$ cat src/rtl/tpwm_pkg.sv
package tpwm_pkg;

	// ****************************************
	// register byte offsets on the apb bus
	// ****************************************
	localparam logic [7:0] ADDR_CTRL1 = 8'h00;
	localparam logic [7:0] ADDR_CTRL2 = 8'h04;
	localparam logic [7:0] ADDR_STATUS = 8'h08;
	localparam logic [7:0] ADDR_COUNT = 8'h0c;
	localparam logic [7:0] ADDR_ALTCOUNT = 8'h10;
	localparam logic [7:0] ADDR_CMP1 = 8'h14;
	localparam logic [7:0] ADDR_CMP2 = 8'h18;
	localparam logic [7:0] ADDR_CAP1 = 8'h1c;
	localparam logic [7:0] ADDR_CAP2 = 8'h20;

	// ****************************************
	// field positions
	// ****************************************
	localparam int C1_LVL1 = 0;
	localparam int C1_LVL2 = 1;
	localparam int C1_CAPIE = 7;
	localparam int C2_PSC_LO = 0;
	localparam int C2_OPM = 3;
	localparam int C2_PWM = 4;
	localparam int C2_OUTEN = 7;
	localparam int ST_FREEZE = 2;

	// ****************************************
	// reset values and counts
	// ****************************************
	localparam logic [7:0] STATUS_RESET = 8'h00;
	localparam logic [7:0] COUNT_RESET = 8'hfc;
	localparam logic [7:0] COUNT_RELOAD = 8'hfc;
	localparam logic [7:0] COUNT_TOP = 8'hff;
	localparam logic [7:0] CMP_RESET = 8'h00;
	localparam logic [12:0] PRESC_DIV2 = 13'h0002;
	localparam logic [12:0] PRESC_DIV4 = 13'h0004;
	localparam logic [12:0] PRESC_DIV8 = 13'h0008;
	localparam logic [12:0] PRESC_DIV8000 = 13'h1f40;
	localparam logic [7:0] PWM_TICK_OFFSET = 8'h05;

	typedef struct packed {
		logic firstMatchLevel;
		logic secondMatchLevel;
		logic captureIrqEnable;
		logic compareOutputEnable;
		logic pwmMode;
		logic singlePulseModeBit;
		logic [1:0] prescaleSelect;
	} tpwm_ctrl_t;

	localparam tpwm_ctrl_t CTRL_RESET = '0;

	typedef struct packed {
		logic compareOutputPin;
		logic compareOutputDriven;
		logic secondCompareOutputPin;
		logic secondCompareOutputDriven;
	} tpwm_pins_t;

endpackage

$ cat src/rtl/tpwm_timer.sv
`timescale 1ns/100ps
// What this block does
// - in pwm mode both compare writes wait in shadows until the period ends
// - in pwm mode a period compare match reloads the counter with fch
// - first match drives the first level, period match the second level
// - equal match levels hold the pin constant during pwm
// - levels one then zero give a pulse of second compare minus first compare
// - ticks from period start to a compare event equal value plus five
// - prescaler divides the clock by 2, 4, 8 or 8000 by select field
// - pwm mode never sets either compare flag
// - pwm period match sets capture one flag and may request an interrupt
// - pwm mode disconnects first capture pin, second capture still works
// - pwm mode wins over single pulse mode when both are set
// - compare output enable hands the pin to compare one function alone
// - status holds five flags in bits 7 to 3, freeze at bit 2
// - a flag clears after a status read then an access to its register
// - overflow sets on ff to 00 rollover; alternate counter never clears it
// - second capture pin event latches counter and sets capture two flag
// - outside pwm a counter equal to a compare sets its flag
// - freeze stops prescaler and counter and disables both compare pins
module tpwm_timer
(
	input wire logic mclk,
	input wire logic reset,
	input wire logic psel,
	input wire logic penable,
	input wire logic pwrite,
	input wire logic [7:0] paddr,
	input wire logic [31:0] pwdata,
	output logic [31:0] prdata,
	output logic pready,
	output logic pslverr,
	input wire logic firstCapturePin,
	input wire logic secondCapturePin,
	output tpwm_pkg::tpwm_pins_t pinOut,
	output logic captureIrq
);
	import tpwm_pkg::*;

	// flag vector order, also the status bit order from bit 7 down
	localparam int F_CAP1 = 4;
	localparam int F_CMP1 = 3;
	localparam int F_OVF = 2;
	localparam int F_CAP2 = 1;
	localparam int F_CMP2 = 0;
	localparam logic [4:0][7:0] TIED_ADDR = {ADDR_CAP1, ADDR_CMP1, ADDR_COUNT, ADDR_CAP2, ADDR_CMP2};

	tpwm_ctrl_t ctrl_reg;
	logic freeze_reg;
	logic [4:0] flag_reg;
	logic [4:0] flag_next;
	logic [4:0] armed_reg;
	logic [4:0] evtSet;
	logic [4:0] evtClr;
	logic [7:0] count_reg;
	logic [12:0] presc_reg;
	logic [12:0] prescLimit;
	logic [7:0] cmp1Buf_reg;
	logic [7:0] cmp2Buf_reg;
	logic [7:0] cmp1_reg;
	logic [7:0] cmp2_reg;
	logic [7:0] cap1_reg;
	logic [7:0] cap2_reg;
	logic [2:0] cap1Sync_reg;
	logic [2:0] cap2Sync_reg;
	logic lvl1_reg;
	logic lvl1_next;
	logic lvl2_reg;
	logic lvl2_next;
	tpwm_pins_t pins_reg;
	logic irq_reg;
	logic [31:0] prdata_reg;
	logic slverr_reg;
	logic [7:0] readMux;
	logic mapped;
	logic setupPh;
	logic accessPh;
	logic wrEn;
	logic rdEn;
	logic statusRead;
	logic countWrite;
	logic pwmOn;
	logic opmOn;
	logic running;
	logic tick;
	logic match1;
	logic match2;
	logic reload;
	logic cap1Edge;
	logic cap2Edge;

	// ****************************************
	// bus decode
	// ****************************************
	assign setupPh = psel & ~penable;
	assign accessPh = psel & penable;
	assign wrEn = accessPh & pwrite & mapped;
	assign rdEn = accessPh & ~pwrite & mapped;
	assign statusRead = rdEn & (paddr == ADDR_STATUS);
	assign countWrite = wrEn & (paddr == ADDR_COUNT);
	assign pready = accessPh;
	assign prdata = prdata_reg;
	assign pslverr = slverr_reg & accessPh;

	always_comb
	begin
		mapped = 1'b1;
		readMux = 8'h00;
		case (paddr)
			ADDR_CTRL1: readMux = {ctrl_reg.captureIrqEnable, 5'h00, ctrl_reg.secondMatchLevel,
				ctrl_reg.firstMatchLevel};
			ADDR_CTRL2: readMux = {ctrl_reg.compareOutputEnable, 2'h0, ctrl_reg.pwmMode,
				ctrl_reg.singlePulseModeBit, 1'b0, ctrl_reg.prescaleSelect};
			ADDR_STATUS: readMux = {flag_reg, freeze_reg, 2'h0};
			ADDR_COUNT: readMux = count_reg;
			ADDR_ALTCOUNT: readMux = count_reg;
			ADDR_CMP1: readMux = cmp1Buf_reg;
			ADDR_CMP2: readMux = cmp2Buf_reg;
			ADDR_CAP1: readMux = cap1_reg;
			ADDR_CAP2: readMux = cap2_reg;
			default: mapped = 1'b0;
		endcase
	end

	// read data is captured in the setup cycle so it comes from a flop
	always_ff @(posedge mclk)
	begin
		if (reset)
		begin
			prdata_reg <= 32'h00000000;
			slverr_reg <= 1'b0;
		end
		else if (setupPh)
		begin
			prdata_reg <= {24'h000000, readMux};
			slverr_reg <= ~mapped;
		end
	end

	// ****************************************
	// control registers
	// ****************************************
	always_ff @(posedge mclk)
	begin
		if (reset)
			ctrl_reg <= CTRL_RESET;
		else if (wrEn && paddr == ADDR_CTRL1)
		begin
			ctrl_reg.firstMatchLevel <= pwdata[C1_LVL1];
			ctrl_reg.secondMatchLevel <= pwdata[C1_LVL2];
			ctrl_reg.captureIrqEnable <= pwdata[C1_CAPIE];
		end
		else if (wrEn && paddr == ADDR_CTRL2)
		begin
			ctrl_reg.compareOutputEnable <= pwdata[C2_OUTEN];
			ctrl_reg.pwmMode <= pwdata[C2_PWM];
			ctrl_reg.singlePulseModeBit <= pwdata[C2_OPM];
			ctrl_reg.prescaleSelect <= pwdata[C2_PSC_LO +: 2];
		end
	end

	// only the freeze bit is writable; reserved bits are dropped
	always_ff @(posedge mclk)
	begin
		if (reset)
			freeze_reg <= STATUS_RESET[ST_FREEZE];
		else if (wrEn && paddr == ADDR_STATUS)
			freeze_reg <= pwdata[ST_FREEZE];
	end

	assign pwmOn = ctrl_reg.pwmMode;
	assign opmOn = ctrl_reg.singlePulseModeBit & ~pwmOn;
	assign running = ~freeze_reg;

	// ****************************************
	// prescaler and counter
	// ****************************************
	always_comb
	begin
		case (ctrl_reg.prescaleSelect)
			2'h0: prescLimit = PRESC_DIV2 - 13'h0001;
			2'h1: prescLimit = PRESC_DIV4 - 13'h0001;
			2'h2: prescLimit = PRESC_DIV8 - 13'h0001;
			default: prescLimit = PRESC_DIV8000 - 13'h0001;
		endcase
	end

	// >= keeps the divider safe when the select drops to a shorter factor
	assign tick = running & (presc_reg >= prescLimit);

	always_ff @(posedge mclk)
	begin
		if (reset)
			presc_reg <= 13'h0000;
		else if (running)
			presc_reg <= tick ? 13'h0000 : presc_reg + 13'h0001;
	end

	assign match1 = tick & (count_reg == cmp1_reg);
	assign match2 = tick & (count_reg == cmp2_reg);
	assign reload = match2 & (pwmOn | opmOn);

	always_ff @(posedge mclk)
	begin
		if (reset)
			count_reg <= COUNT_RESET;
		else if (countWrite)
			count_reg <= COUNT_RESET;
		else if (reload)
			count_reg <= COUNT_RELOAD;
		else if (tick)
			count_reg <= count_reg + 8'h01;
	end

	// ****************************************
	// compare values with shadow buffers
	// ****************************************
	always_ff @(posedge mclk)
	begin
		if (reset)
		begin
			cmp1Buf_reg <= CMP_RESET;
			cmp2Buf_reg <= CMP_RESET;
		end
		else
		begin
			if (wrEn && paddr == ADDR_CMP1)
				cmp1Buf_reg <= pwdata[7:0];
			if (wrEn && paddr == ADDR_CMP2)
				cmp2Buf_reg <= pwdata[7:0];
		end
	end

	// in pwm the active pair only moves at the period end, so no spikes
	always_ff @(posedge mclk)
	begin
		if (reset)
		begin
			cmp1_reg <= CMP_RESET;
			cmp2_reg <= CMP_RESET;
		end
		else if (!pwmOn || match2)
		begin
			cmp1_reg <= cmp1Buf_reg;
			cmp2_reg <= cmp2Buf_reg;
		end
	end

	// ****************************************
	// capture inputs
	// ****************************************
	always_ff @(posedge mclk)
	begin
		if (reset)
		begin
			cap1Sync_reg <= 3'h0;
			cap2Sync_reg <= 3'h0;
		end
		else
		begin
			cap1Sync_reg <= {cap1Sync_reg[1:0], firstCapturePin};
			cap2Sync_reg <= {cap2Sync_reg[1:0], secondCapturePin};
		end
	end

	// rising edge captures; the first pin is cut off in pwm
	assign cap1Edge = ~pwmOn & cap1Sync_reg[1] & ~cap1Sync_reg[2];
	assign cap2Edge = cap2Sync_reg[1] & ~cap2Sync_reg[2];

	always_ff @(posedge mclk)
	begin
		if (reset)
		begin
			cap1_reg <= 8'h00;
			cap2_reg <= 8'h00;
		end
		else
		begin
			if (cap1Edge)
				cap1_reg <= count_reg;
			if (cap2Edge)
				cap2_reg <= count_reg;
		end
	end

	// ****************************************
	// status flags
	// ****************************************
	assign evtSet[F_CAP1] = cap1Edge | (pwmOn & match2);
	assign evtSet[F_CMP1] = ~pwmOn & match1;
	assign evtSet[F_OVF] = tick & ~reload & (count_reg == COUNT_TOP);
	assign evtSet[F_CAP2] = cap2Edge;
	assign evtSet[F_CMP2] = ~pwmOn & match2;

	// a new event in the clearing cycle wins over the clear
	genvar gi;
	generate
		for (gi = 0; gi < 5; gi++)
		begin : flagGen
			assign evtClr[gi] = armed_reg[gi] & accessPh & (paddr == TIED_ADDR[gi]);
			assign flag_next[gi] = evtSet[gi] | (flag_reg[gi] & ~evtClr[gi]);
		end
	endgenerate

	always_ff @(posedge mclk)
	begin
		if (reset)
			flag_reg <= STATUS_RESET[7:3];
		else
			flag_reg <= flag_next;
	end

	// a status read arms only the flags that were up when it was read
	always_ff @(posedge mclk)
	begin
		if (reset)
			armed_reg <= 5'h00;
		else if (statusRead)
			armed_reg <= prdata_reg[7:3];
		else
			armed_reg <= armed_reg & ~evtClr;
	end

	always_ff @(posedge mclk)
	begin
		if (reset)
			irq_reg <= 1'b0;
		else
			irq_reg <= flag_next[F_CAP1] & ctrl_reg.captureIrqEnable;
	end

	assign captureIrq = irq_reg;

	// ****************************************
	// compare output pins
	// ****************************************
	always_comb
	begin
		lvl1_next = lvl1_reg;
		lvl2_next = lvl2_reg;
		if (pwmOn)
		begin
			if (ctrl_reg.firstMatchLevel == ctrl_reg.secondMatchLevel)
				lvl1_next = ctrl_reg.firstMatchLevel;
			else if (match2)
				lvl1_next = ctrl_reg.secondMatchLevel;
			else if (match1)
				lvl1_next = ctrl_reg.firstMatchLevel;
		end
		else
		begin
			if (match1)
				lvl1_next = ctrl_reg.firstMatchLevel;
			if (match2)
				lvl2_next = ctrl_reg.secondMatchLevel;
		end
	end

	always_ff @(posedge mclk)
	begin
		if (reset)
		begin
			lvl1_reg <= 1'b0;
			lvl2_reg <= 1'b0;
		end
		else
		begin
			lvl1_reg <= lvl1_next;
			lvl2_reg <= lvl2_next;
		end
	end

	// frozen pins go undriven and low to save power
	always_ff @(posedge mclk)
	begin
		if (reset)
			pins_reg <= '0;
		else
		begin
			pins_reg.compareOutputDriven <= ctrl_reg.compareOutputEnable & running;
			pins_reg.compareOutputPin <= ctrl_reg.compareOutputEnable & running & lvl1_next;
			pins_reg.secondCompareOutputDriven <= ~pwmOn & running;
			pins_reg.secondCompareOutputPin <= ~pwmOn & running & lvl2_next;
		end
	end

	assign pinOut = pins_reg;

	// ****************************************
	// checks
	// ****************************************
	logic [7:0] ticksSince_reg;
	logic periodValid_reg;

	always_ff @(posedge mclk)
	begin
		if (reset || countWrite || !pwmOn)
		begin
			ticksSince_reg <= 8'h00;
			periodValid_reg <= 1'b0;
		end
		else if (reload)
		begin
			ticksSince_reg <= 8'h00;
			periodValid_reg <= 1'b1;
		end
		else if (tick)
			ticksSince_reg <= ticksSince_reg + 8'h01;
	end
endmodule // tpwm_timer

$ cat config.mk
export PLATFORM = sky130hd
export DESIGN_NAME = tpwm_timer
export DESIGN_NICKNAME = d
export VERILOG_FILES = /design/src/rtl/tpwm_pkg.sv /design/src/rtl/tpwm_timer.sv
export SDC_FILE = /design/constraint.sdc
export NUM_CORES = 1
export LEC_CHECK = 0
export BUFFER_PORTS_ARGS = -buffer_cell sky130_fd_sc_hd__buf_2
export CAP_MARGIN = 20
export CORE_MARGIN = 10
export CORE_UTILIZATION = 55
export DETAILED_ROUTE_END_ITERATION = 6
export GPL_TIMING_DRIVEN = 0
export PLACE_DENSITY_LB_ADDON = 0.25
export SETUP_SLACK_MARGIN = 0.1
export SLEW_MARGIN = 10
export SYNTH_ARGS = -nofsm -noshare
export SYNTH_HDL_FRONTEND = slang
export SYNTH_SLANG_ARGS = --single-unit
$ cat constraint.sdc
create_clock -name mclk -period 6.6 [get_ports mclk]
set_clock_uncertainty 0.1 [all_clocks]
set_input_delay 1.65 -clock mclk [delete_from_list [all_inputs] [get_ports mclk]]
set_output_delay 1.65 -clock mclk [all_outputs]
set_load 0.01 [all_outputs]
* Word level (Yosys, flattened, before mapping)
Cells that the tools add are included.
W data, S select, Z words.
** Storage, ports and cells
- Flip-flop bits (word level) :: 110
- Output and inout port bits :: 39
- Input bits :: 47
** Cells by class
- Multiplexer cells :: 11
- Add/sub/neg operators :: 2
- Magnitude comparators :: 1
- Reductions and logical operators :: 13
- Bitwise operators :: 65
- Equality and inequality tests :: 14
** Operators with widths (count)
- $pmux W8 S8 :: 1
- $and A1 B1 Y1 :: 42
- $pmux W13 S3 :: 1
- $eq A8 B5 Y1 const B :: 4
- $eq A8 B4 Y1 const B :: 2
- $eq A8 B8 Y1 :: 2
- $not A1 Y1 :: 14
- $add A13 B1 Y13 const B :: 1
- $ge A13 B13 Y1 :: 1
- $mux W13 :: 1
- $reduce_or A9 Y1 :: 1
- $add A8 B1 Y8 const B :: 1
- $eq A8 B3 Y1 const B :: 1
- $eq A8 B6 Y1 const B :: 1
- $eq A8 B8 Y1 const B :: 1
- $logic_not A8 Y1 :: 1
- $mux W1 :: 7
- $or A1 B1 Y1 :: 7
- $and A5 B5 Y5 :: 1
- $logic_and A1 B1 Y1 :: 5
- $mux W5 :: 1
- $not A5 Y5 :: 1
- $reduce_or A3 Y1 :: 1
- $eq A2 B1 Y1 const B :: 1
- 7 further kinds :: 7

* Logic depth before layout (Yosys ltp)
- Depth after elaboration :: 10
- Depth in mapped cells :: 10
- Mapped depth without buffers :: 8

* Worst setup path after synthesis
Ideal clock, no wire load.
- Path type :: input port to output port
- From :: input psel
- To :: output pready
- Setup slack :: 2.870 ns
- Data arrival time :: 1.980 ns
- Stages on the path :: 2
- Cell sequence :: nand2_1 > clkinv_1
** On the way
- Longest elaborated chain between the ends :: 1
** Ends and longest elaborated chain
- start: declaration :: RTL line tpwm_timer.sv:25 : input wire logic psel,
- $and A1 B1 Y1 :: RTL line tpwm_timer.sv:96 : assign accessPh = psel & penable;
- end: declaration :: RTL line tpwm_timer.sv:31 : output logic pready,
Every way passes these cells.

* Worst setup path after layout
Same ends and word-level chain as after synthesis.

==> metrics.txt <==
# TYPE chip_impl_metric gauge
chip_impl_metric{name="combinationalPowerShare",unit="%"} 18.2
chip_impl_metric{name="worstPathArrival",unit="ns"} 2.41
chip_impl_metric{name="power_report.internal_total",unit="mW"} 0.983
chip_impl_metric{name="netlist-cell-type-count",unit=""} 64
chip_impl_metric{name="count_of_pins_on_the_block_boundary",unit=""} 86
chip_impl_metric{name="cts_setup_buffers",unit=""} 0
chip_impl_info{name="netlist_top_cells_area",value="dfxtp_1, mux2i_1, nand2_1"} 1
chip_impl_metric{name="number_of_warning_messages_in_the_yosys_log",unit=""} 0
chip_impl_metric{name="mappedNetlistArea",unit="mm2"} 0.00539
chip_impl_metric{name="detail_route.wirelength",unit="mm"} 14.8
chip_impl_metric{name="ctsResizeCount",unit=""} 0
chip_impl_metric{name="die_width",unit="um"} 119
chip_impl_metric{name="cp_data_required_time",unit="ns"} 4.85
chip_impl_metric{name="grt-ovfl-total",unit=""} 0
chip_impl_metric{name="setup_violations",unit=""} 0
chip_impl_metric{name="finalMaxSlewViolations",unit=""} 0
chip_impl_info{name="timing_worst_setup_path_type",value="in2out"} 1
chip_impl_metric{name="design.core.area",unit="mm2"} 0.00964
chip_impl_metric{name="power.static_leakage",unit="nW"} 2.44
chip_impl_metric{name="switching_power_total",unit="mW"} 0.409
chip_impl_metric{name="synthesis.instances",unit=""} 628
chip_impl_metric{name="post_synthesis_register_bit_count",unit=""} 110
chip_impl_metric{name="finalInstanceArea",unit="mm2"} 0.00603
chip_impl_metric{name="grt_pass1_wl",unit="mm"} 23.9
chip_impl_metric{name="initial_core_util",unit="%"} 55.9
chip_impl_metric{name="worst_setup_hold_path_clk_slew",unit="ns"} 0.10
chip_impl_metric{name="share_of_final_layout_standard_cells_stronger_than_drive_strength_1",unit="%"} 14.8
chip_impl_info{name="clock_tree.root_cell",value="clkbuf_8"} 1
chip_impl_metric{name="via_count_of_the_first_global_routing_pass",unit=""} 4668
chip_impl_metric{name="largest_register_ffs",unit=""} 13
chip_impl_metric{name="synth_seq_area_share",unit="%"} 40.8
chip_impl_metric{name="route.vias.total",unit=""} 4760
chip_impl_metric{name="final_worst_path_cycle_share",unit="%"} 63.0
chip_impl_info{name="endpoint_kind",value="primary output"} 1
chip_impl_info{name="worstHoldPathType",value="reg2reg"} 1
chip_impl_metric{name="postRouteAntennaNets",unit=""} 0
chip_impl_metric{name="irDropWorstVdd",unit="mV"} 0.153
chip_impl_metric{name="worstMarginPinSlew",unit="ns"} 0.800
chip_impl_metric{name="drt_iter0_drc",unit=""} 524
chip_impl_metric{name="synthArstFlopShare",unit="%"} 0
chip_impl_metric{name="drc_errors",unit=""} 0
chip_impl_metric{name="final.setup.tns",unit="ns"} 0
chip_impl_metric{name="worst_r2r_setup_slack",unit="ns"} 3.74
chip_impl_metric{name="place.port_buffers",unit=""} 34
chip_impl_metric{name="final_period_minus_worst_setup_slack",unit="ns"} 4.16
chip_impl_metric{name="hold_buffers",unit=""} 0
chip_impl_metric{name="p_per_area",unit="mW/mm2"} 231
chip_impl_metric{name="global_route.usage.total",unit="%"} 20.6
chip_impl_metric{name="placement.cell_area",unit="mm2"} 0.00581
chip_impl_metric{name="cp_max_fo",unit=""} 9
chip_impl_metric{name="utilization_of_the_core_after_routing",unit="%"} 62.6
chip_impl_metric{name="yosys.area.top_type_share",unit="%"} 40.8
chip_impl_metric{name="die_height",unit="um"} 119
chip_impl_info{name="worstSetupStartpointType",value="primary input"} 1
chip_impl_metric{name="post_drt_via_cell_ratio",unit=""} 5.71
chip_impl_info{name="yosys.cell_count.top_type",value="dfxtp_1"} 1
chip_impl_metric{name="insertedDiodeCount",unit=""} 0
chip_impl_info{name="rsz0062_at_grt",value="no"} 1
chip_impl_metric{name="synth_edf_count",unit=""} 0
chip_impl_metric{name="core.rowCount",unit=""} 36
chip_impl_metric{name="clock_tree.buffer_depth",unit=""} 2
chip_impl_metric{name="worst_slew_margin_rel",unit="%"} 46.2
chip_impl_metric{name="timing.max_cap.violations",unit=""} 0
chip_impl_metric{name="grt_start_max_net_pins",unit=""} 19
chip_impl_metric{name="maxClockFrequency",unit="MHz"} 241
chip_impl_metric{name="postSynthAreaPerCell",unit="um2"} 8.59
chip_impl_metric{name="h-tree-depth",unit=""} 3
chip_impl_metric{name="timing.final.hold_violations",unit=""} 0
chip_impl_info{name="synth_top_cell_by_area",value="dfxtp_1"} 1
chip_impl_info{name="yosys-top-cells-count",value="dfxtp_1, nand2_1, nor2_1"} 1
chip_impl_metric{name="gp_weighted_congestion",unit=""} 1.01
chip_impl_metric{name="hpwl",unit="mm"} 11.3
chip_impl_metric{name="area_growth_syn_to_layout",unit="%"} 11.9
chip_impl_metric{name="finalNetCount",unit=""} 755
chip_impl_info{name="synth_flop_cell",value="dfxtp_1"} 1
chip_impl_metric{name="power.clock.fraction",unit="%"} 31.3
chip_impl_metric{name="wl_per_cell",unit="um"} 17.8
chip_impl_info{name="cts_tree",value="done"} 1
chip_impl_metric{name="detailedRoute.firstPassIterationCount",unit=""} 5
chip_impl_metric{name="cts.sink_count",unit=""} 110
chip_impl_metric{name="grt_antenna_before_repair",unit=""} 0
chip_impl_metric{name="cts_inserted_buffers",unit=""} 9
chip_impl_metric{name="p_seq_share",unit="%"} 50.5
chip_impl_metric{name="clk_latency",unit="ns"} 0.38
chip_impl_info{name="run_status",value="completed"} 1
chip_impl_metric{name="die_area",unit="mm2"} 0.0142
chip_impl_metric{name="swShare",unit="%"} 29.4
[stage by stage]
| step | hold WS [ns] | instances | power, mW | setup WS, ns |
|---|---|---|---|---|
| after detailed placement | 0.344 | 818 | 0.964 | 2.45 |
| after global placement | 0.325 | 818 | 0.956 | 2.48 |
| final | 0.361 | 834 | 1.39 | 2.44 |
| after floorplan | 0.314 | 651 | 0.898 | 2.87 |
| after global routing | 0.367 | 834 | 1.45 | 2.37 |
| after CTS | 0.359 | 834 | 1.40 | 2.45 |
[path summary, 6_finish.rpt]
path	cells past startpoint	to	start
max reg2reg	9	captureIrq$_SDFF_PP0_	ctrl_reg[1]$_SDFFE_PP0P_
max	4	pready	psel
min	1	cap1Sync_reg[1]$_SDFF_PP0_	cap1Sync_reg[0]$_SDFF_PP0_
min reg2reg	1	cap1Sync_reg[1]$_SDFF_PP0_	cap1Sync_reg[0]$_SDFF_PP0_
[cell usage in the layout, fill, tap and decap left out, types with 3 or more instances in the layout]
cell type / n
a221o_1: 4
clkbuf_8: 11
dfxtp_1: 110
nor2_1: 70
nor3b_1: 3
nand2_1: 83
nand4_1: 10
o21ai_0: 9
buf_1: 6
a22oi_1: 4
buf_2: 43
xor2_1: 9
mux2_2: 5
nor3_1: 14
mux2i_1: 41
inv_1: 9
nand3_1: 23
nor2b_1: 12
ha_1: 12
or3_1: 6
conb_1: 24
clkbuf_1: 19
a211oi_1: 3
xnor2_1: 20
and3_1: 4
a21oi_1: 44
o31ai_1: 4
a22o_1: 3
a21o_1: 4
nand2b_1: 5
buf_4: 25
nor3_2: 4
nand3b_1: 6
and2_1: 4
a221oi_1: 5
[worst max-delay path, stage by stage]
cell and delay (ns):
buf_2 0.12, nand2_1 0.14, clkinv_1 0.27, buf_2 0.23
[layout make-up]
type	count	area, um2
Clock buffer	11	151
Multi-Input combinational cell	470	2890
Sequential cell	110	2200
Buffer	61	349
Timing Repair Buffer	34	170
Clock inverter	5	65.1
Fill cell	860	3610
Tap cell	133	166
Inverter	10	37.5
[power by group through the flow]
| stage | Sequential [mW] | Clock (mW) | Combinational, mW |
|---|---|---|---|
| 2_1_floorplan | 0.713 | 0 | 0.185 |
| 5_1_grt | 0.705 | 0.467 | 0.274 |
| 3_3_place_gp | 0.716 | 0 | 0.241 |
| 6_report | 0.702 | 0.436 | 0.254 |
| 4_1_cts | 0.702 | 0.444 | 0.250 |
| 3_5_place_dp | 0.717 | 0 | 0.247 |
[routing by layer]
layer	GRT usage (%)	share of wire [%]	vias up
met5	0	0	-
met4	7.56	2.2	0
met3	4.49	9.8	30
met2	33.2	46	223
met1	26.6	42	2238
li1	-	-	2269
[cell families after synthesis]
family / count (synthesis) / share of synthesized area [%]
other: 1 / 0.0696
AO/OA/AOI/OAI: 101 / 12.7
XOR/XNOR: 29 / 4.71
flip-flops: 110 / 40.8
adder cells (fa/ha/maj): 12 / 2.78
buffers and inverters: 71 / 7.17
multiplexers: 46 / 8.66
AND/OR/NAND/NOR: 258 / 23.0
No activity file was read; power rests on OpenSTA's default activity.
